===== src/rtl/sad_pkg.sv =====
// constants for the bus board-select address decoder
package sad_pkg;

    // ========================================================
    // address window
    localparam int unsigned ADDR_W      = 16;
    localparam logic [15:0] DEFAULT_BASE = 16'hFF08;
    localparam int unsigned WINDOW_SIZE = 8;   // bytes per board window
    localparam int unsigned LIVE_REGS   = 3;   // live registers in window

    // register offsets inside the window
    localparam logic [2:0] REG_CTRL_OFS = 3'h0;
    localparam logic [2:0] REG_DATA_OFS = 3'h1;
    localparam logic [2:0] REG_STAT_OFS = 3'h2;

    // ========================================================
    // strap encodings (1 = strap installed)
    localparam logic [1:0] WIDTH_16 = 2'h0;   // 16-bit compare
    localparam logic [1:0] WIDTH_10 = 2'h1;   // 10-bit io compare
    localparam logic [1:0] WIDTH_8  = 2'h2;   // 8-bit io compare

    localparam logic [1:0] BANK_IGNORE = 2'h0;  // selected in both maps
    localparam logic [1:0] BANK_NORMAL = 2'h1;  // expansion line low
    localparam logic [1:0] BANK_ALT    = 2'h2;  // expansion line high

    localparam logic SPACE_MEM = 1'h1;
    localparam logic SPACE_IO  = 1'h0;

    // ========================================================
    // strap reset values: memory space, 16 bits, base FF08
    localparam logic [5:0] UPPER_STRAP_DEF = 6'h00;
    localparam logic [3:0] MID_STRAP_DEF   = {WIDTH_16, 2'h0};
    localparam logic [4:0] LOW_STRAP_DEF   = 5'h1E;
    localparam logic [19:0] STRAP_DEF =
        {UPPER_STRAP_DEF, MID_STRAP_DEF, LOW_STRAP_DEF, SPACE_MEM,
         BANK_IGNORE, BANK_IGNORE};

    // bus pins idle: address zero, all strobes released
    localparam logic [21:0] PIN_IDLE = {16'h0000, 6'h3C};

endpackage


===== src/rtl/sad_decoder.sv =====
// board-select address decoder with strap-selected space, width, bank
//
// Contract
// - answer an 8-byte block on an 8-byte boundary, memory or io
// - io compare at 8, 10 or 16 bits, memory at 16, by straps
// - default straps give memory space, 16 bits, base FF08
// - default base answers every address FF08 through FF0F
// - only three window locations live as registers, five inaccessible
// - installed strap wants the line low, removed strap wants it high
// - straps grouped as A10-A15, A8-A9 and A3-A7
// - 8-bit io mode compares only A3 to A7
// - 10-bit io mode compares A3 to A9
// - 10 and 16 bit io place base anywhere in 1024 or 65536
// - io bank ignore selects regardless of the io expansion line
// - memory select optionally qualified by memory expansion line
// - io select optionally qualified by io expansion line
// - memory bank ignore selects in both memory maps
`timescale 1ns/1ps

module sad_decoder
(
    input  wire logic        CLK,                       // 100 MHz clock
    input  wire logic        SYS_RST,                   // sync reset, high
    input  wire logic        CLK_EN,                    // freezes all decode state
    input  wire logic [15:0] BUS_ADDR,                  // bus address pins
    input  wire logic        MEM_REQ_N,                 // memory request
    input  wire logic        IO_REQ_N,                  // io request
    input  wire logic        RD_N,                      // read strobe
    input  wire logic        WR_N,                      // write strobe
    input  wire logic        MEMEX,                     // memory expansion
    input  wire logic        IOEXP,                     // io expansion
    input  wire logic [5:0]  UPPER_ADDRESS_STRAPS,      // A15..A10
    input  wire logic [3:0]  MID_ADDRESS_WIDTH_STRAPS,  // width, A9..A8
    input  wire logic [4:0]  LOW_ADDRESS_STRAPS,        // A7..A3
    input  wire logic        SPACE_TYPE_STRAP,          // 1 memory, 0 io
    input  wire logic [1:0]  MEMORY_BANK_SELECT_STRAP,  // memex mode
    input  wire logic [1:0]  IO_BANK_SELECT_STRAP,      // ioexp mode
    output logic             BOARD_SEL,                 // window hit
    output logic [2:0]       REG_SEL,                   // one-hot live reg
    output logic [2:0]       REG_ADDR,                  // offset in window
    output logic             REG_RD,                    // live reg read
    output logic             REG_WR                     // live reg write
);

    // ========================================================
    // input synchronisers
    // every pin and strap passes two flops; the first stage feeds only
    // the second, so no metastable value reaches the compare logic
    logic [21:0] pin_raw;
    logic [19:0] strap_raw;
    logic [21:0] pin_s1_ff;
    logic [21:0] pin_s2_ff;
    logic [19:0] strap_s1_ff;
    logic [19:0] strap_s2_ff;

    assign pin_raw   = {BUS_ADDR, MEM_REQ_N, IO_REQ_N, RD_N, WR_N,
                        MEMEX, IOEXP};
    assign strap_raw = {UPPER_ADDRESS_STRAPS, MID_ADDRESS_WIDTH_STRAPS,
                        LOW_ADDRESS_STRAPS, SPACE_TYPE_STRAP,
                        MEMORY_BANK_SELECT_STRAP, IO_BANK_SELECT_STRAP};

    // straps reset to the shipped setting so decode is sane at once
    always_ff @(posedge CLK)
    begin
        if (SYS_RST)
        begin
            pin_s1_ff   <= sad_pkg::PIN_IDLE;
            pin_s2_ff   <= sad_pkg::PIN_IDLE;
            strap_s1_ff <= sad_pkg::STRAP_DEF;
            strap_s2_ff <= sad_pkg::STRAP_DEF;
        end
        else if (CLK_EN)
        begin
            pin_s1_ff   <= pin_raw;
            pin_s2_ff   <= pin_s1_ff;
            strap_s1_ff <= strap_raw;
            strap_s2_ff <= strap_s1_ff;
        end
    end

    // ========================================================
    // field split of the synchronised vectors
    logic [15:0] addr;
    logic        mreq_n;
    logic        iorq_n;
    logic        rd_n;
    logic        wr_n;
    logic        memex;
    logic        ioexp;
    logic [5:0]  up_strap;
    logic [1:0]  width_strap;
    logic [1:0]  mid_strap;
    logic [4:0]  low_strap;
    logic        space_strap;
    logic [1:0]  mem_bank;
    logic [1:0]  io_bank;

    assign {addr, mreq_n, iorq_n, rd_n, wr_n, memex, ioexp} = pin_s2_ff;
    assign {up_strap, width_strap, mid_strap, low_strap, space_strap,
            mem_bank, io_bank} = strap_s2_ff;

    // ========================================================
    // per-group address compare; installed strap (1) wants line low
    logic upper_ok;
    logic mid_ok;
    logic low_ok;

    assign upper_ok = (addr[15:10] == ~up_strap);
    assign mid_ok   = (addr[9:8]   == ~mid_strap);
    assign low_ok   = (addr[7:3]   == ~low_strap);

    // width choice; an unused width code falls back to the full compare
    logic io_addr_ok;
    logic mem_addr_ok;

    always_comb
    begin
        unique case (width_strap)
            sad_pkg::WIDTH_8:  io_addr_ok = low_ok;
            sad_pkg::WIDTH_10: io_addr_ok = mid_ok & low_ok;
            sad_pkg::WIDTH_16: io_addr_ok = upper_ok & mid_ok
                                            & low_ok;
            default:           io_addr_ok = upper_ok & mid_ok & low_ok;
        endcase
    end

    // memory space always compares A3 to A15, all three groups
    assign mem_addr_ok = upper_ok & mid_ok & low_ok;

    // ========================================================
    // bank qualification by the expansion lines
    function automatic logic bank_ok(input logic [1:0] mode,
                                     input logic       line);
        logic ok;
        ok = 1'b1;
        unique case (mode)
            sad_pkg::BANK_NORMAL: ok = ~line;
            sad_pkg::BANK_ALT:    ok = line;
            sad_pkg::BANK_IGNORE: ok = 1'b1;
            default:              ok = 1'b1;
        endcase
        return ok;
    endfunction

    logic mem_bank_ok;
    logic io_bank_ok;

    assign mem_bank_ok = bank_ok(mem_bank, memex);
    assign io_bank_ok  = bank_ok(io_bank, ioexp);

    // ========================================================
    // strobe qualification; the space not chosen is never answered
    logic strobe;
    logic mem_hit;
    logic io_hit;
    logic hit;
    logic live;

    assign strobe  = ~rd_n | ~wr_n;
    assign mem_hit = (space_strap == sad_pkg::SPACE_MEM) & ~mreq_n
                     & strobe & mem_addr_ok & mem_bank_ok;
    assign io_hit  = (space_strap == sad_pkg::SPACE_IO) & ~iorq_n
                     & strobe & io_addr_ok & io_bank_ok;
    assign hit     = mem_hit | io_hit;

    // only the first three offsets are live; the rest raise BOARD_SEL alone
    assign live    = (addr[2:0] == sad_pkg::REG_CTRL_OFS)
                   | (addr[2:0] == sad_pkg::REG_DATA_OFS)
                   | (addr[2:0] == sad_pkg::REG_STAT_OFS);

    logic [2:0] nxt_reg_sel;

    assign nxt_reg_sel = {hit & (addr[2:0] == sad_pkg::REG_STAT_OFS),
                          hit & (addr[2:0] == sad_pkg::REG_DATA_OFS),
                          hit & (addr[2:0] == sad_pkg::REG_CTRL_OFS)};

    // ========================================================
    // output registers; a stage of latency traded for clean outputs
    logic       board_sel_ff;
    logic [2:0] reg_sel_ff;
    logic [2:0] reg_addr_ff;
    logic       reg_rd_ff;
    logic       reg_wr_ff;

    always_ff @(posedge CLK)
    begin
        if (SYS_RST)
        begin
            board_sel_ff <= 1'b0;
            reg_sel_ff   <= 3'h0;
            reg_addr_ff  <= 3'h0;
            reg_rd_ff    <= 1'b0;
            reg_wr_ff    <= 1'b0;
        end
        else if (CLK_EN)
        begin
            board_sel_ff <= hit;
            reg_sel_ff   <= nxt_reg_sel;
            reg_addr_ff  <= addr[2:0];
            reg_rd_ff    <= hit & live & ~rd_n;
            reg_wr_ff    <= hit & live & ~wr_n;
        end
    end

    assign BOARD_SEL = board_sel_ff;
    assign REG_SEL   = reg_sel_ff;
    assign REG_ADDR  = reg_addr_ff;
    assign REG_RD    = reg_rd_ff;
    assign REG_WR    = reg_wr_ff;

    // ========================================================
    // checks; outputs trail the pins by three enabled edges
    logic [2:0] ce_hist_ff;

    always_ff @(posedge CLK)
    begin
        if (SYS_RST)
            ce_hist_ff <= 3'h0;
        else
            ce_hist_ff <= {ce_hist_ff[1:0], CLK_EN};
    end
endmodule


===== config.mk =====
export PLATFORM = sky130hd
export DESIGN_NAME = sad_decoder
export DESIGN_NICKNAME = d
export VERILOG_FILES = /design/src/rtl/sad_pkg.sv /design/src/rtl/sad_decoder.sv
export SDC_FILE = /design/constraint.sdc
export NUM_CORES = 1
export LEC_CHECK = 0
export BUFFER_PORTS_ARGS = -buffer_cell sky130_fd_sc_hd__buf_2
export CORE_ASPECT_RATIO = 0.5
export CORE_MARGIN = 2
export CORE_UTILIZATION = 56
export DETAILED_ROUTE_END_ITERATION = 12
export PLACE_DENSITY_LB_ADDON = 0.3
export SLEW_MARGIN = 10
export SYNTH_ARGS = -nofsm -noshare
export SYNTH_HDL_FRONTEND = slang
export SYNTH_SLANG_ARGS = --single-unit

===== constraint.sdc =====
create_clock -name CLK -period 2 [get_ports CLK]
set_input_delay 0.6 -clock CLK [delete_from_list [all_inputs] [get_ports CLK]]
set_output_delay 0.6 -clock CLK [all_outputs]
set_load 0.02 [all_outputs]

[Yosys cells after proc, flatten, opt, wreduce, memory -nomap -nowiden]
Index checks and enable logic that the tools add are counted.
W data, S select, Z words.
Word-level totals
  output and inout bits: 9
  input port bits: 45
  register bits after elaboration: 93
Cells by class
  bitwise gates (word level): 31
  reductions and logical operators: 1
  equal/unequal tests: 11
  multiplexer cells: 3
Operators with widths (count)
  $and A1 B1 Y1: 17
  $not A1 Y1: 7
  $eq A2 B1 Y1 const B: 3
  $eq A2 B2 Y1 const B: 3
  $eq A6 B6 Y1: 1
  $not A6 Y6: 1
  $pmux W1 S2: 3
  $eq A5 B5 Y1: 1
  $not A5 Y5: 1
  $or A1 B1 Y1: 4
  $eq A3 B1 Y1 const B: 1
  $eq A3 B2 Y1 const B: 1
  $logic_not A3 Y1: 1
  $eq A2 B2 Y1: 1
  $not A2 Y2: 1

[Logic depth before layout (Yosys ltp)]
  depth after elaboration: 10
  gate-level depth with buffers: 7

[Worst setup path after synthesis]
No wires, ideal clock.
  kind: input port to flip-flop
  start: input CLK_EN
  end: register strap_s1_ff[4]
  data arrival time: 1.608 ns
  setup time: 0.129 ns
  buffers on the path: 3
  data required time: 1.871 ns
  setup slack: 0.262 ns
  stages: 5
  cell sequence: clkbuf_1 > buf_2 > buf_2 > mux2i_1 > nand2_1
RTL lines
  start: declaration: line sad_decoder.sv:24  | input wire logic CLK_EN,
  end signal: assignment: line sad_decoder.sv:69  | strap_s1_ff <= sad_pkg::STRAP_DEF;
  end signal: assignment: line sad_decoder.sv:76  | strap_s1_ff <= strap_raw;
  end: declaration: line sad_decoder.sv:53  | logic [19:0] strap_s1_ff;

[Worst setup path after layout]
  start: register strap_s2_ff[12]
  end: register reg_sel_ff[2], in the netlist REG_SEL[2]
Between the ends
  longest elaborated chain between the ends: 6
RTL lines
  start: declaration: line sad_decoder.sv:54  | logic [19:0] strap_s2_ff;
  start signal: assignment: line sad_decoder.sv:70  | strap_s2_ff <= sad_pkg::STRAP_DEF;
  start signal: assignment: line sad_decoder.sv:77  | strap_s2_ff <= strap_s1_ff;
  $eq A2 B1 Y1 or $eq A2 B2 Y1 (tied branches): line sad_decoder.sv:118  | unique case (width_strap)
  $pmux W1 S2 (*): line sad_decoder.sv:118
  $and A1 B1 Y1 (*) (2 in a row): line sad_decoder.sv:163  | & strobe & io_addr_ok & io_bank_ok;
  $or A1 B1 Y1 (*): line sad_decoder.sv:164  | assign hit = mem_hit | io_hit;
  $and A1 B1 Y1 (*): line sad_decoder.sv:173  | assign nxt_reg_sel = {hit & (addr[2:0] == sad_pkg::REG_STAT_OFS),
  end signal: assignment: line sad_decoder.sv:198  | reg_sel_ff <= nxt_reg_sel;
  end: declaration: line sad_decoder.sv:180  | logic [2:0] reg_sel_ff;
Every way passes the cells marked *; elsewhere a longest branch is shown, timed or not.
A chain may end at the register's enable or synchronous reset.

==> results.md <==
| Item | This run | Unit |
|:---|:---|:---|
| Crit path buf inv count | 1 | - |
| Post-synthesis area per instance | 10.3 | um2 |
| Antenna Diode Count | 0 | - |
| Row cnt | 20 | - |
| Hold_buf cts | 0 | - |
| Fraction of the yosys area taken by sequential cells | 51.7 | % |
| Antenna-violating nets left | 0 | - |
| Power spent charging and discharging nets | 848 | uW |
| Final cycle utilization of the critical path | 96.3 | % |
| Stage delay of the slowest cell on the critical path | 0.37 | ns |
| Largest cells by area after synthesis | sky130_fd_sc_hd__dfxtp_1 52%, sky130_fd_sc_hd__mux2i_1 24%, sky130_fd_sc_hd__nor2_1 7.6% | - |
| Number of synthesized flops with an enable pin | 0 | - |
| Total DRC errors in the routed layout | 0 | - |
| Total negative setup slack | 0 | ns |
| Total of max-cap violations | 0 | - |
| Worst-Skew Late Latency | 0.33 | ns |
| Final std cells w/o fill | 492 | - |
| Initial drt markers | 138 | - |
| Fraction of power consumed by the clock network | 41.8 | % |
| Final critical delay including setup and external delays | 1.93 | ns |
| Max rail drop VDD | 0.000648 | V |
| Flop pwr share | 50.5 | % |
| Unrepaired setup endpoints after global routing | no | - |
| Unique cell type count in the Yosys netlist | 29 | - |
| Critical path required time | 2.22 | ns |
| Tot GR Track Use | 20.5 | % |
| H-tree Lvls | 3 | - |
| Min-Delay Path Class | reg2reg | - |
| Yosys warning count | 0 | - |
| Via density per instance | 4.96 | - |
| Ys async rst share | 0 | % |
| Residual overflow from global routing | 0 | - |
| Critical Path End Type | flip-flop | - |
| Clock Skews | 0.00375 | ns |
| Chip width | 117 | um |
| Yosys top cell area share | 51.7 | % |
| Number of CTS-inserted buffers | 9 | - |
| Core Footprint | 6130 | um2 |
| Number of failing hold endpoints at the final stage | 0 | - |
| RD Place Congestion | 0.806 | - |
| Height of the chip | 60.7 | um |
| Kind of cell adding the most delay to the critical path | compound AO/OA/AOI/OAI gates | - |
| Status | completed | - |
| Cell-internal power | 3.09 | mW |
| Max stage delay cell, worst path | sky130_fd_sc_hd__dfxtp_1 | - |
| Ordered cell list for the critical path | inv_1 -> ha_1 -> nor3_1 -> a2111oi_4 -> a31oi_1 -> o22a_2 -> o21ai_0 | - |
| Static leakage power | 1.96 | nW |
| Syn nets | 401 | - |
| Slew at the pin closest to its max-slew limit | 0.529 | ns |
| Arr. time, crit path | 2.14 | ns |
| Cell Count Post-Placement | 477 | - |
| Starting density of the core | 58.7 | % |
| # IOs | 54 | - |
| Cell taking the most area after synthesis | sky130_fd_sc_hd__dfxtp_1 | - |
| Clk Tree Root Cell | sky130_fd_sc_hd__clkbuf_16 | - |
| Number of nets in the finished design | 451 | - |
| Clk buf depth | 2 | - |
| Fraction of layout instances using a drive strength above 1 | 19.3 | % |
| TritonCTS sink count | 93 | - |
| Vias in the first global route | 2349 | - |
| Prevailing post-synth register cell | sky130_fd_sc_hd__dfxtp_1 | - |
| Comb pwr share | 7.8 | % |
| Detailed Route WL | 6.65 | mm |
| Initial DRT Pass Iterations | 4 | - |
| Switching share of power | 21.5 | % |
| Post-detailed-placement half-perimeter wirelength | 4.52 | mm |
| Peak Freq | 519 | MHz |
| Netlist area before placement | 3600 | um2 |
| Via Count | 2440 | - |
| Wire length of the first global-routing pass | 11.2 | mm |
| DR WL/cell | 13.5 | um |
| Number of max-slew violations in the final report | 0 | - |
| Largest net degree at the start of global routing | 48 | - |
| IO buf count | 53 | - |
| Area growth from synthesis to final layout | 18.1 | % |
| Number of flip-flops and latches in the synthesized netlist | 93 | - |
| Critical path fanouts, max | 6 | - |
| Clock-pin slew on the worst setup and hold paths | 0.06 | ns |
| Antenna violations before repair | 0 | - |
| Kind of start point of the critical path | flip-flop | - |
| Worst Path Class, Setup | reg2reg | - |
| Clock tree from TritonCTS | yes | - |
| Power density relative to cell area | 925 | nW/um2 |
| Relative max-transition margin | 64.4 | % |
| Die Outline Area | 7130 | um2 |
| Setup-failing EPs final | 0 | - |
| Count of mapped cells out of synthesis | 350 | - |
final timing paths:
path | slack, ns | cells after the start | to | from
max | 0.07 | 7 | REG_SEL[2] | strap_s2_ff[12]
min | 0.45 | 2 | REG_SEL[1] | REG_SEL[1]
max reg2reg | 0.07 | 7 | REG_SEL[2] | strap_s2_ff[12]
min reg2reg | 0.45 | 2 | REG_SEL[1] | REG_SEL[1]
cell usage after synthesis, types with 2 or more instances:
| cell type | n |
|---|---|
| sky130_fd_sc_hd__ha_1 | 6 |
| sky130_fd_sc_hd__mux2i_1 | 87 |
| sky130_fd_sc_hd__xnor2_1 | 8 |
| sky130_fd_sc_hd__inv_1 | 8 |
| sky130_fd_sc_hd__buf_2 | 9 |
| sky130_fd_sc_hd__nor2b_1 | 2 |
| sky130_fd_sc_hd__nand2_1 | 26 |
| sky130_fd_sc_hd__nand3_1 | 3 |
| sky130_fd_sc_hd__nand4b_1 | 2 |
| sky130_fd_sc_hd__dfxtp_1 | 93 |
| sky130_fd_sc_hd__xor2_1 | 5 |
| sky130_fd_sc_hd__o21ai_1 | 2 |
| sky130_fd_sc_hd__nor2_1 | 73 |
| sky130_fd_sc_hd__o31ai_1 | 3 |
| sky130_fd_sc_hd__clkbuf_1 | 9 |
cell families after synthesis:
kind of cell | after synthesis | share of synthesized area, %
and+or+nand+nor | 111 | 12.6
xor gates and xnor gates | 13 | 3.16
buffers and inverters | 28 | 3.23
adders and majority gates | 6 | 2.08
AOI/OAI and AO/OA | 12 | 3.06
DFF | 93 | 51.7
muxes | 87 | 24.2
routing by layer:
metal  wire length (um)  track usage, %  up-vias
met5                  0               0        -
met4                129            8.78        0
met2               3060            34.7       48
met3                331            8.08       12
met1               3130            24.2     1121
li1                   -               -     1259
repair_timing:
action | CTS | global route
buffers inserted | 0 | 0
setup endpoints to repair | 0 | 2
gates resized for setup | 0 | 2
endpoints found under the hold margin | 0 | 0
tightest hold or removal path, stage by stage, from the launching register on:
cell	delay (ns)
sky130_fd_sc_hd__dfxtp_1	0.31
sky130_fd_sc_hd__nand2_1	0.05
sky130_fd_sc_hd__o21ai_1	0.05
area by class of cell:
class	instances	area, um2
clock buffers	15	298
fillers	489	1880
inverters	9	33.8
multi-input cells	229	1630
flip-flops and latches	93	1860
well taps	88	110
repair buffers	58	318
flip-flops by register name (all words and copies together), names as in the netlist:
signal / count
pin_s1_ff: 22
pin_s2_ff: 22
strap_s1_ff: 20
strap_s2_ff: 20
REG_ADDR: 3
REG_SEL: 3
BOARD_SEL: 1
REG_RD: 1
REG_WR: 1
power groups by stage:
stage          clock, mW  sequential [mW]  combinational, mW
2_1_floorplan          0             2.01              0.221
3_3_place_gp           0             2.02              0.292
3_5_place_dp           0             2.03              0.304
4_1_cts             1.68             1.99              0.308
5_1_grt             1.76             2.00              0.339
6_report            1.64             1.99              0.306
per-stage QoR:
stage               cell area (um2)  setup WS, ns  power (mW)  util, %  hold slack, ns
detailed placement             3950        0.0799        2.33     64.4           0.452
global route                   4250        0.0485        4.10     69.4           0.470
finish                         4250        0.0735        3.94     69.4           0.452
CTS                            4240        0.0276        3.98     69.2           0.460
global placement               3950         0.257        2.31     64.4           0.448
floorplan                      3600         0.262        2.23        -           0.440
cells in the final DEF (no fill, tap or decap), types with 6 or more instances in the layout:
cell type                   count
sky130_fd_sc_hd__mux2i_1       87
sky130_fd_sc_hd__dfxtp_1       93
sky130_fd_sc_hd__inv_1          8
sky130_fd_sc_hd__clkbuf_16      9
sky130_fd_sc_hd__nand2_1       26
sky130_fd_sc_hd__xnor2_1        8
sky130_fd_sc_hd__buf_2         52
sky130_fd_sc_hd__ha_1           6
sky130_fd_sc_hd__nor2_1        73
Note: power is estimated with default switching activity, not from simulation.
